$ cat src/pkg/cdid_pkg.sv
// constants and types shared by the character display instruction decoder
package cdid_pkg;
	localparam int CLK_HZ = 25_000_000;
	localparam int BLINK_HZ = 1;
	localparam int BLINK_HALF_CYCLES = CLK_HZ / (2 * BLINK_HZ);
	localparam int DD_DEPTH = 80;
	localparam int CG_DEPTH = 64;
	localparam logic [5:0] DD_LINE_LEN = 6'h28;
	localparam logic [6:0] DD_LINE1_BASE = 7'h00;
	localparam logic [6:0] DD_LINE1_LAST = 7'h27;
	localparam logic [6:0] DD_LINE2_BASE = 7'h40;
	localparam logic [6:0] DD_LINE2_LAST = 7'h67;
	localparam logic [7:0] CHAR_SPACE = 8'h20;
	localparam logic [7:0] BYTE_ZERO = 8'h00;
	localparam logic [3:0] NIB_ZERO = 4'h0;
	localparam logic [4:0] PIX_ALL = 5'h1F;
	localparam logic [4:0] PIX_NONE = 5'h00;
	localparam logic [2:0] UNDERLINE_ROW = 3'h7;
	localparam logic RS_INSTR = 1'b0;
	localparam logic RS_DATA = 1'b1;
	localparam logic BUSY_VAL = 1'b0;
	// command opcode marker bits: the highest set bit names the command
	localparam int BIT_DD_SET = 7;
	localparam int BIT_CG_SET = 6;
	localparam int BIT_FUNC = 5;
	localparam int BIT_SHIFT = 4;
	localparam int BIT_DISP = 3;
	localparam int BIT_ENTRY = 2;
	localparam int BIT_HOME = 1;
	localparam int BIT_CLEAR = 0;
	// field positions
	localparam int ENT_DIR = 1;
	localparam int ENT_PAN = 0;
	localparam int DSP_ON = 2;
	localparam int DSP_UL = 1;
	localparam int DSP_FL = 0;
	localparam int SH_PAN = 3;
	localparam int SH_DIR = 2;
	localparam int FN_DL = 4;
	localparam int FN_N = 3;
	localparam int FN_BR1 = 1;
	localparam int FN_BR0 = 0;
	// reset values and brightness levels in percent
	localparam logic RST_STEP_DIR = 1'b1;
	localparam logic RST_PAN = 1'b0;
	localparam logic RST_VISIBLE = 1'b0;
	localparam logic RST_UNDERLINE = 1'b0;
	localparam logic RST_FLASH = 1'b0;
	localparam logic RST_BUS_WIDTH = 1'b1;
	localparam logic RST_TWO_ROW = 1'b1;
	localparam logic [1:0] RST_LUM = 2'h0;
	localparam logic [6:0] LUM_100 = 7'h64;
	localparam logic [6:0] LUM_75 = 7'h4B;
	localparam logic [6:0] LUM_50 = 7'h32;
	localparam logic [6:0] LUM_25 = 7'h19;
	typedef enum logic [1:0] {
		NIB_HI = 2'b01,
		NIB_LO = 2'b10
	} cdid_nib_t;
	typedef enum logic [8:0] {
		CMD_NONE = 9'b000000001,
		CMD_CLEAR = 9'b000000010,
		CMD_HOME = 9'b000000100,
		CMD_ENTRY = 9'b000001000,
		CMD_DISP = 9'b000010000,
		CMD_SHIFT = 9'b000100000,
		CMD_FUNC = 9'b001000000,
		CMD_CG_SET = 9'b010000000,
		CMD_DD_SET = 9'b100000000
	} cdid_cmd_t;
endpackage

$ cat src/pkg/cdid_mem_if.sv
// write port, command read port and scan read port of one display memory
`timescale 1ns/100ps
interface cdid_mem_if;
	logic we;
	logic fill;
	logic [6:0] waddr;
	logic [7:0] wdata;
	logic [6:0] raddr_a;
	logic [7:0] rdata_a;
	logic [6:0] raddr_b;
	logic [7:0] rdata_b;
	modport ctrl (output we, fill, waddr, wdata, raddr_a, raddr_b, input rdata_a, rdata_b);
	modport mem (input we, fill, waddr, wdata, raddr_a, raddr_b, output rdata_a, rdata_b);
endinterface

$ cat src/cdid_char_mem.sv
// character code memory, two lines of forty cells, one-cycle fill with spaces
`timescale 1ns/100ps
module cdid_char_mem
	import cdid_pkg::*;
(
	input wire logic clk_i,
	input wire logic srst_i,
	cdid_mem_if.mem m
);
	logic [7:0] mem [DD_DEPTH];
	logic [7:0] next_mem [DD_DEPTH];

	always_comb
	begin
		next_mem = mem;
		if (srst_i || m.fill)
		begin
			for (int i = 0; i < DD_DEPTH; i++)
				next_mem[i] = CHAR_SPACE;
		end
		else if (m.we && (m.waddr < 7'(DD_DEPTH)))
			next_mem[m.waddr] = m.wdata;
	end

	always_ff @(posedge clk_i)
		mem <= next_mem;

	// out-of-range indices read as a space rather than an undriven value
	assign m.rdata_a = (m.raddr_a < 7'(DD_DEPTH)) ? mem[m.raddr_a] : CHAR_SPACE;
	assign m.rdata_b = (m.raddr_b < 7'(DD_DEPTH)) ? mem[m.raddr_b] : CHAR_SPACE;
endmodule // cdid_char_mem

$ cat src/cdid_glyph_mem.sv
// user glyph pattern memory, eight glyphs of eight rows
`timescale 1ns/100ps
module cdid_glyph_mem
	import cdid_pkg::*;
(
	input wire logic clk_i,
	input wire logic srst_i,
	cdid_mem_if.mem m
);
	logic [7:0] mem [CG_DEPTH];
	logic [7:0] next_mem [CG_DEPTH];

	always_comb
	begin
		next_mem = mem;
		if (srst_i)
		begin
			for (int i = 0; i < CG_DEPTH; i++)
				next_mem[i] = BYTE_ZERO;
		end
		else if (m.we)
			next_mem[m.waddr[5:0]] = m.wdata;
	end

	always_ff @(posedge clk_i)
		mem <= next_mem;

	assign m.rdata_a = mem[m.raddr_a[5:0]];
	assign m.rdata_b = mem[m.raddr_b[5:0]];
endmodule // cdid_glyph_mem

$ cat src/cdid_top.sv
// instruction decoder, cursor counter and display state of the character display
//
// Implementation choices: the address map and the plain strobed port.
`timescale 1ns/100ps
module cdid_top
	import cdid_pkg::*;
#(
	parameter int unsigned BLINK_HALF = cdid_pkg::BLINK_HALF_CYCLES
)
(
	input wire logic clk_i,
	input wire logic srst_i,
	input wire logic instr_data_select_i,
	input wire logic [7:0] wdata_i,
	input wire logic wr_i,
	input wire logic rd_i,
	output logic [7:0] rdata_o,
	input wire logic [4:0] scan_col_i,
	input wire logic scan_line_i,
	input wire logic [2:0] scan_prow_i,
	output logic [7:0] cell_code_o,
	output logic [4:0] pix_o,
	output logic pix_final_o,
	output logic [6:0] lum_pct_o,
	output logic bus_width_sel_o,
	output logic two_row_sel_o
);
	import cdid_pkg::*;

	function automatic logic [6:0] ac_step(input logic [6:0] a, input logic up, input logic cg);
		logic [6:0] r;
		r = a;
		if (cg)
			r = {1'b0, up ? a[5:0] + 6'h1 : a[5:0] - 6'h1};
		else if (up)
			r = (a == DD_LINE1_LAST) ? DD_LINE2_BASE : (a == DD_LINE2_LAST) ? DD_LINE1_BASE : a + 7'h1;
		else
			r = (a == DD_LINE1_BASE) ? DD_LINE2_LAST : (a == DD_LINE2_BASE) ? DD_LINE1_LAST : a - 7'h1;
		return r;
	endfunction

	function automatic logic dd_valid(input logic [6:0] a);
		return a[5:0] < DD_LINE_LEN;
	endfunction

	// line two sits right after line one in the flat cell array
	function automatic logic [6:0] dd_index(input logic [6:0] a);
		return a[6] ? {1'b0, a[5:0]} + {1'b0, DD_LINE_LEN} : {1'b0, a[5:0]};
	endfunction

	function automatic logic [5:0] ofs_step(input logic [5:0] o, input logic left);
		logic [5:0] r;
		if (left)
			r = (o == DD_LINE_LEN - 6'h1) ? 6'h0 : o + 6'h1;
		else
			r = (o == 6'h0) ? DD_LINE_LEN - 6'h1 : o - 6'h1;
		return r;
	endfunction

	function automatic cdid_cmd_t cmd_decode(input logic [7:0] b);
		cdid_cmd_t c;
		c = CMD_NONE;
		if (b[BIT_DD_SET])
			c = CMD_DD_SET;
		else if (b[BIT_CG_SET])
			c = CMD_CG_SET;
		else if (b[BIT_FUNC])
			c = CMD_FUNC;
		else if (b[BIT_SHIFT])
			c = CMD_SHIFT;
		else if (b[BIT_DISP])
			c = CMD_DISP;
		else if (b[BIT_ENTRY])
			c = CMD_ENTRY;
		else if (b[BIT_HOME])
			c = CMD_HOME;
		else if (b[BIT_CLEAR])
			c = CMD_CLEAR;
		return c;
	endfunction

	cdid_mem_if dd_bus();
	cdid_mem_if cg_bus();

	cdid_char_mem u_char_mem (
		.clk_i(clk_i),
		.srst_i(srst_i),
		.m(dd_bus.mem)
	);

	cdid_glyph_mem u_glyph_mem (
		.clk_i(clk_i),
		.srst_i(srst_i),
		.m(cg_bus.mem)
	);

	logic [6:0] ac;
	logic cg_sel;
	logic step_direction;
	logic window_pan_on;
	logic screen_visible;
	logic underline_on;
	logic flash_cursor;
	logic bus_width_sel;
	logic two_row_sel;
	logic luminance_level_hi;
	logic luminance_level_lo;
	logic [5:0] shift_ofs;
	cdid_nib_t nib_state;
	logic [3:0] nib_hi;
	logic [6:0] next_ac;
	logic next_cg_sel;
	logic next_step_direction;
	logic next_window_pan_on;
	logic next_screen_visible;
	logic next_underline_on;
	logic next_flash_cursor;
	logic next_bus_width_sel;
	logic next_two_row_sel;
	logic next_luminance_level_hi;
	logic next_luminance_level_lo;
	logic [5:0] next_shift_ofs;
	cdid_nib_t next_nib_state;
	logic [3:0] next_nib_hi;
	logic [7:0] next_rdata;
	logic byte_done;
	logic [7:0] byte_val;
	logic [7:0] rd_val;

	// host transfers; a byte is complete on one strobe in 8-bit mode, on two in 4-bit
	always_comb
	begin
		next_nib_state = nib_state;
		next_nib_hi = nib_hi;
		byte_done = 1'b0;
		byte_val = wdata_i;
		if (bus_width_sel)
		begin
			byte_done = wr_i | rd_i;
			next_nib_state = NIB_HI;
		end
		else if (wr_i | rd_i)
		begin
			case (nib_state)
				NIB_HI:
				begin
					next_nib_hi = wdata_i[7:4];
					next_nib_state = NIB_LO;
				end
				NIB_LO:
				begin
					byte_done = 1'b1;
					byte_val = {nib_hi, wdata_i[7:4]};
					next_nib_state = NIB_HI;
				end
				default:
					next_nib_state = NIB_HI;
			endcase
		end
	end

	// read answers; the busy flag is constant since nothing ever takes longer than a clock
	always_comb
	begin
		dd_bus.raddr_a = dd_index(ac);
		cg_bus.raddr_a = {1'b0, ac[5:0]};
		if (instr_data_select_i == RS_DATA)
			rd_val = cg_sel ? cg_bus.rdata_a : dd_bus.rdata_a;
		else
			rd_val = {BUSY_VAL, ac};
		next_rdata = BYTE_ZERO;
		if (rd_i)
		begin
			if (bus_width_sel)
				next_rdata = rd_val;
			else if (nib_state == NIB_HI)
				next_rdata = {rd_val[7:4], NIB_ZERO};
			else
				next_rdata = {rd_val[3:0], NIB_ZERO};
		end
	end

	// command execution, all in the cycle the byte completes
	always_comb
	begin
		next_ac = ac;
		next_cg_sel = cg_sel;
		next_step_direction = step_direction;
		next_window_pan_on = window_pan_on;
		next_screen_visible = screen_visible;
		next_underline_on = underline_on;
		next_flash_cursor = flash_cursor;
		next_bus_width_sel = bus_width_sel;
		next_two_row_sel = two_row_sel;
		next_luminance_level_hi = luminance_level_hi;
		next_luminance_level_lo = luminance_level_lo;
		next_shift_ofs = shift_ofs;
		dd_bus.we = 1'b0;
		dd_bus.fill = 1'b0;
		dd_bus.waddr = dd_index(ac);
		dd_bus.wdata = byte_val;
		cg_bus.we = 1'b0;
		cg_bus.fill = 1'b0;
		cg_bus.waddr = {1'b0, ac[5:0]};
		cg_bus.wdata = byte_val;
		if (byte_done && instr_data_select_i == RS_DATA)
		begin
			if (wr_i)
			begin
				if (cg_sel)
					cg_bus.we = 1'b1;
				else
				begin
					dd_bus.we = dd_valid(ac);
					if (window_pan_on)
						next_shift_ofs = ofs_step(shift_ofs, step_direction);
				end
			end
			next_ac = ac_step(ac, step_direction, cg_sel);
		end
		else if (byte_done && wr_i)
		begin
			// instruction reads fall through untouched
			case (cmd_decode(byte_val))
				CMD_CLEAR:
				begin
					dd_bus.fill = 1'b1;
					next_ac = DD_LINE1_BASE;
					next_cg_sel = 1'b0;
					next_shift_ofs = 6'h0;
					next_step_direction = 1'b1;
				end
				CMD_HOME:
				begin
					next_ac = DD_LINE1_BASE;
					next_cg_sel = 1'b0;
					next_shift_ofs = 6'h0;
				end
				CMD_ENTRY:
				begin
					next_step_direction = byte_val[ENT_DIR];
					next_window_pan_on = byte_val[ENT_PAN];
				end
				CMD_DISP:
				begin
					next_screen_visible = byte_val[DSP_ON];
					next_underline_on = byte_val[DSP_UL];
					next_flash_cursor = byte_val[DSP_FL];
				end
				CMD_SHIFT:
				begin
					// the counter steps in char space even when it held a glyph address
					next_ac = ac_step(ac, byte_val[SH_DIR], 1'b0);
					next_cg_sel = 1'b0;
					if (byte_val[SH_PAN])
						next_shift_ofs = ofs_step(shift_ofs, !byte_val[SH_DIR]);
				end
				CMD_FUNC:
				begin
					next_bus_width_sel = byte_val[FN_DL];
					next_two_row_sel = byte_val[FN_N];
					next_luminance_level_hi = byte_val[FN_BR1];
					next_luminance_level_lo = byte_val[FN_BR0];
				end
				CMD_CG_SET:
				begin
					next_ac = {1'b0, byte_val[5:0]};
					next_cg_sel = 1'b1;
				end
				CMD_DD_SET:
				begin
					next_ac = byte_val[6:0];
					next_cg_sel = 1'b0;
				end
				default:
					next_ac = ac;
			endcase
		end
	end

	always_ff @(posedge clk_i)
	begin
		if (srst_i)
		begin
			ac <= DD_LINE1_BASE;
			cg_sel <= 1'b0;
			shift_ofs <= 6'h0;
			step_direction <= RST_STEP_DIR;
			window_pan_on <= RST_PAN;
			screen_visible <= RST_VISIBLE;
			underline_on <= RST_UNDERLINE;
			flash_cursor <= RST_FLASH;
			bus_width_sel <= RST_BUS_WIDTH;
			two_row_sel <= RST_TWO_ROW;
			luminance_level_hi <= RST_LUM[1];
			luminance_level_lo <= RST_LUM[0];
			nib_state <= NIB_HI;
			nib_hi <= NIB_ZERO;
			rdata_o <= BYTE_ZERO;
		end
		else
		begin
			ac <= next_ac;
			cg_sel <= next_cg_sel;
			shift_ofs <= next_shift_ofs;
			step_direction <= next_step_direction;
			window_pan_on <= next_window_pan_on;
			screen_visible <= next_screen_visible;
			underline_on <= next_underline_on;
			flash_cursor <= next_flash_cursor;
			bus_width_sel <= next_bus_width_sel;
			two_row_sel <= next_two_row_sel;
			luminance_level_hi <= next_luminance_level_hi;
			luminance_level_lo <= next_luminance_level_lo;
			nib_state <= next_nib_state;
			nib_hi <= next_nib_hi;
			rdata_o <= next_rdata;
		end
	end

	assign bus_width_sel_o = bus_width_sel;
	assign two_row_sel_o = two_row_sel;

	// blink timebase runs freely so the phase never jumps when flashing is enabled
	logic [23:0] blink_cnt;
	logic blink_on;
	logic [23:0] next_blink_cnt;
	logic next_blink_on;

	always_comb
	begin
		next_blink_cnt = blink_cnt + 24'h1;
		next_blink_on = blink_on;
		if (blink_cnt == 24'(BLINK_HALF - 1))
		begin
			next_blink_cnt = 24'h0;
			next_blink_on = !blink_on;
		end
	end

	always_ff @(posedge clk_i)
	begin
		if (srst_i)
		begin
			blink_cnt <= 24'h0;
			blink_on <= 1'b0;
		end
		else
		begin
			blink_cnt <= next_blink_cnt;
			blink_on <= next_blink_on;
		end
	end

	// scan lookup: cell at column and line, after the display shift
	logic [6:0] scan_pos;
	logic [6:0] scan_idx;
	logic cursor_here;
	logic [7:0] next_cell_code;
	logic [4:0] next_pix;
	logic next_pix_final;
	logic [6:0] next_lum_pct;

	always_comb
	begin
		scan_pos = {2'h0, scan_col_i} + {1'b0, shift_ofs};
		if (scan_pos >= {1'b0, DD_LINE_LEN})
			scan_pos = scan_pos - {1'b0, DD_LINE_LEN};
		scan_idx = scan_line_i ? scan_pos + {1'b0, DD_LINE_LEN} : scan_pos;
		dd_bus.raddr_b = scan_idx;
		cg_bus.raddr_b = {1'b0, dd_bus.rdata_b[2:0], scan_prow_i};
		cursor_here = !cg_sel && dd_valid(ac) && (dd_index(ac) == scan_idx);
		next_cell_code = dd_bus.rdata_b;
		next_pix = PIX_NONE;
		next_pix_final = 1'b1;
		if (!screen_visible)
			next_pix = PIX_NONE;
		else if (cursor_here && flash_cursor && blink_on)
			next_pix = PIX_ALL;
		else if (cursor_here && underline_on && scan_prow_i == UNDERLINE_ROW)
			next_pix = PIX_ALL;
		else if (dd_bus.rdata_b[7:4] == NIB_ZERO)
			next_pix = cg_bus.rdata_b[4:0];
		else
			next_pix_final = 1'b0;
		case ({luminance_level_hi, luminance_level_lo})
			2'h0: next_lum_pct = LUM_100;
			2'h1: next_lum_pct = LUM_75;
			2'h2: next_lum_pct = LUM_50;
			default: next_lum_pct = LUM_25;
		endcase
	end

	always_ff @(posedge clk_i)
	begin
		if (srst_i)
		begin
			cell_code_o <= CHAR_SPACE;
			pix_o <= PIX_NONE;
			pix_final_o <= 1'b1;
			lum_pct_o <= LUM_100;
		end
		else
		begin
			cell_code_o <= next_cell_code;
			pix_o <= next_pix;
			pix_final_o <= next_pix_final;
			lum_pct_o <= next_lum_pct;
		end
	end
endmodule // cdid_top

$ cat config.mk
export PLATFORM = sky130hd
export DESIGN_NAME = cdid_top
export DESIGN_NICKNAME = d
export VERILOG_FILES = /design/src/pkg/cdid_pkg.sv /design/src/pkg/cdid_mem_if.sv /design/src/cdid_char_mem.sv /design/src/cdid_glyph_mem.sv /design/src/cdid_top.sv
export SDC_FILE = /design/constraint.sdc
export NUM_CORES = 2
export LEC_CHECK = 0
export ABC_AREA = 1
export BUFFER_PORTS_ARGS = -buffer_cell sky130_fd_sc_hd__buf_4
export CAP_MARGIN = 30
export CELL_PAD_IN_SITES_DETAIL_PLACEMENT = 1
export CELL_PAD_IN_SITES_GLOBAL_PLACEMENT = 1
export CORE_UTILIZATION = 47
export CTS_BUF_LIST = sky130_fd_sc_hd__clkbuf_16
export CTS_CLUSTER_DIAMETER = 100
export DETAILED_ROUTE_END_ITERATION = 8
export GPL_TIMING_DRIVEN = 1
export PLACE_DENSITY = 0.92
export SYNTH_ARGS = -nofsm -noshare
export SYNTH_HDL_FRONTEND = slang
export SYNTH_SLANG_ARGS = --single-unit
$ cat constraint.sdc
create_clock -name clk_i -period 4.6 [get_ports clk_i]
set_input_delay 0.92 -clock clk_i [delete_from_list [all_inputs] [get_ports clk_i]]
set_output_delay 0.92 -clock clk_i [all_outputs]
set_load 0.02 [all_outputs]
==> flow_summary.ini <==
[run_status]
status = finished with violations
violations = setup timing

[sta]
min_period_ns = 4.68
fin_ws_ns = -0.0785
tightest_slew_ns = 1.11
max_freq_mhz = 214
whs_ns = 0.364
hold_violations = 0
finalMaxSlewViolations = 0
rsz0062_at_grt = no
finalCritPeriodShare_pct = 102
relSlewSlack_pct = 25.2
setup_viol = 2
fin_skew_ns = 0.0502
setup-tns-final_ns = -0.0965

[global_routing]
grt_pass1_vias = 75236
grt_pass1_wl_um = 455000
antenna_found_initial = 20
grt_max_degree = 214
grt_overflow = 0
track_usage_pct = 43.2

[clock_tree]
cts_resized = 0
clock_sinks = 1234
path_clk_slew_ns = 0.06
hold_buffers = 0
cts_tree = done
cts_setup_buffers = 0
clockBufferDepth = 3
clock_latency_ns = 0.86
h-tree-depth = 4
cts-root-buf = clkbuf_16
cts-buffers-inserted = 140

[floorplanning]
io_pins = 53
chipWidth_um = 367
rows = 133
fp.coreArea_sq_um = 132000
die_h_um = 367
die_area_sq_um = 135000
start_util_pct = 47.5

[drt]
first_iter_violations = 9898
route.detailed.drc = 0
routed-via-count = 73638
ant_nets = 0
vias_per_cell = 6.90
first_pass_iters = 7
wl_um = 302000
wl_per_cell_um = 28.3

[yosys]
synthTopCellsByArea = dfxtp_1, a21oi_1, o21ai_0
netlist_instances = 9016
synth-xor-area-share_pct = 0.250
synthAdderAreaFrac_pct = 0.524
syn_area_sq_um = 62600
seq_area_frac_synth_pct = 39.5
synth_top_cell_area_share_pct = 39.5
synthSimpleGateAreaFrac_pct = 18.3
synth-seq-cells = 1234
synth_edf_count = 0
yosysWarnings = 0
yosysUniqueCellTypes = 65
synth_top_family_by_area = compound AO/OA/AOI/OAI gates
muxShareOfSynthArea_pct = 0.688
synth_area_leader_cell = dfxtp_1
synth_compound_area_share_pct = 30.6
ys_async_sr_fraction_pct = 0
syn_nets = 9063
synth_flop_cell = dfxtp_1
syn_avg_cell_area_sq_um = 6.94

[setup_path]
rr_endpoint = rdata_o[7]$_SDFF_PP0_
worstPathMaxFanout = 57
cp.required_ns = 5.25
crit_type = flip-flop to flip-flop
regToRegStartpoint = ac[1]$_SDFFE_PP0P_
slowest_delay_ns = 1.01
rrSetupSlack_ns = -0.08
r2r_cells = 15
crit_chain = inv_1, buf_4, nand3_4, buf_12, o22ai_1, o41ai_1, nand4_1, nand2_1, nand4_1, nand2_1, nand3_1, o21ai_0, nand2_1, nand2_1, a21oi_1
slowest_stage = o41ai_1
worstSetupEndpointType = flip-flop
critical_path.most_common_cell = nand2_1
start_kind = flip-flop
worstPathArrival_ns = 5.33

[worst_hold_path]
hp-start = wdata_i[7]
hp-class = input port to flip-flop
holdPathEnd = nib_hi[3]$_SDFFE_PP0P_
hold_path_depth = 3

[pwr]
peakVddDrop_uv = 396
power.leakage_nw = 24.1
power.density_nw_per_um2 = 400

[flow_run]
cap_violations = 0

[final_layout]
stdcell_count = 10673
fin_nets = 8848
most-common-layout-cells = a21oi_1, nand2_1, dfxtp_1
final_common_cell = a21oi_1
final_core_util_pct = 53.6
areaGrowthSynthToFinish_pct = 12.8
layout-drive-gt1-share_pct = 9.06
num-fill-cells = 16779

[placement]
io_buffers = 52
place_hpwl_um = 183000
gp_congestion = 0.982
place_ws_ns = -0.162
dp_cells = 10413
metal layers:
metal  vias up  track usage (%)  wire (um)
met2      5532             65.9     130000
met5         -                0         88
met3      1825             12.0      36600
met4        14             35.3      27200
li1      30718                -          -
met1     35549             50.8     108000
worst max-delay path by stage:
stage                                         start                    end  slack [ns]
final                            ac[1]$_SDFFE_PP0P_  rdata_o[7]$_SDFF_PP0_       -0.08
after global routing      shift_ofs[0]$_SDFFE_PP0P_    pix_o[1]$_SDFF_PP0_        0.02
after CTS                 shift_ofs[0]$_SDFFE_PP0P_    pix_o[1]$_SDFF_PP0_        0.27
after detailed placement              scan_col_i[0]    pix_o[1]$_SDFF_PP0_       -0.16
after global placement                scan_col_i[0]    pix_o[3]$_SDFF_PP0_       -0.14
after floorplan                       scan_col_i[0]    pix_o[1]$_SDFF_PP0_        0.48
sequential cells by signal, indices dropped and copies added, names as in the netlist, 2 cells and up:
register         cells
u_char_mem.mem     640
blink_cnt           24
pix_o                5
nib_state            2
u_glyph_mem.mem    512
rdata_o              8
cell_code_o          8
ac                   7
nib_hi               4
shift_ofs            6
lum_pct_o            6
worst max-delay path, delay by kind of cell, from the launching register on:
kind,cells,cell delay (ns)
and+or+nand+nor,8,1.62
AOI/OAI and AO/OA,4,1.40
buffers and inverters,3,0.89
DFF,1,0.55
area by class of cell:
class	count	area [sq um]	area share (%)
Multi-Input combinational cell	6161	31700	45.0
Sequential cell	1234	24700	35.0
Timing Repair Buffer	468	4450	6.30
Clock buffer	143	3580	5.07
Inverter	796	3050	4.32
Tap cell	1755	2200	3.11
Clock inverter	108	866	1.23
Antenna cell	8	20.0	0.0284
cells by family (layout without fill, tap and decap cells):
group / after synthesis / after routing
xor gates and xnor gates: 17 / 17
buffers and inverters: 1621 / 1515
adders and majority gates: 25 / 25
muxes: 43 / 43
and+or+nand+nor: 2694 / 2694
DFF: 1234 / 1234
other: 0 / 8
AOI/OAI and AO/OA: 3382 / 3382
metrics by stage:
stage / area [sq um] / total power [mW]
6_report: 70600 / 28.2
5_1_grt: 70600 / 28.7
3_3_place_gp: 66000 / 16.6
2_1_floorplan: 62600 / 14.1
4_1_cts: 70600 / 27.8
3_5_place_dp: 66100 / 16.7
synth_stat cells (all sizes together), types with 3 or more instances:
master,n
buf,297
mux2i,43
nor3b,4
xnor2,4
clkinv,7
o22ai,263
o31ai,8
a41oi,4
nand4,89
a211oi,14
xor2,13
nand2,1264
o221ai,30
o41ai,51
ha,23
o2111ai,26
a31oi,81
a221oi,153
a32o,4
or2,4
nor3,45
nand3,552
o211ai,115
a21o,3
a22o,13
nor2,724
o2bb2ai,16
nor4,11
dfxtp,1234
o311ai,3
a21oi,1482
o21bai,3
inv,789
clkbuf,528
o21ai,1032
a22oi,74
power breakdown:
group	internal, mW	total, mW	switching [mW]
Combinational	1.67	6.01	4.34
Sequential	10.8	10.9	0.108
Clock	6.24	11.3	5.10
Total	18.7	28.2	9.55
No activity file was read; power rests on OpenSTA's default activity.
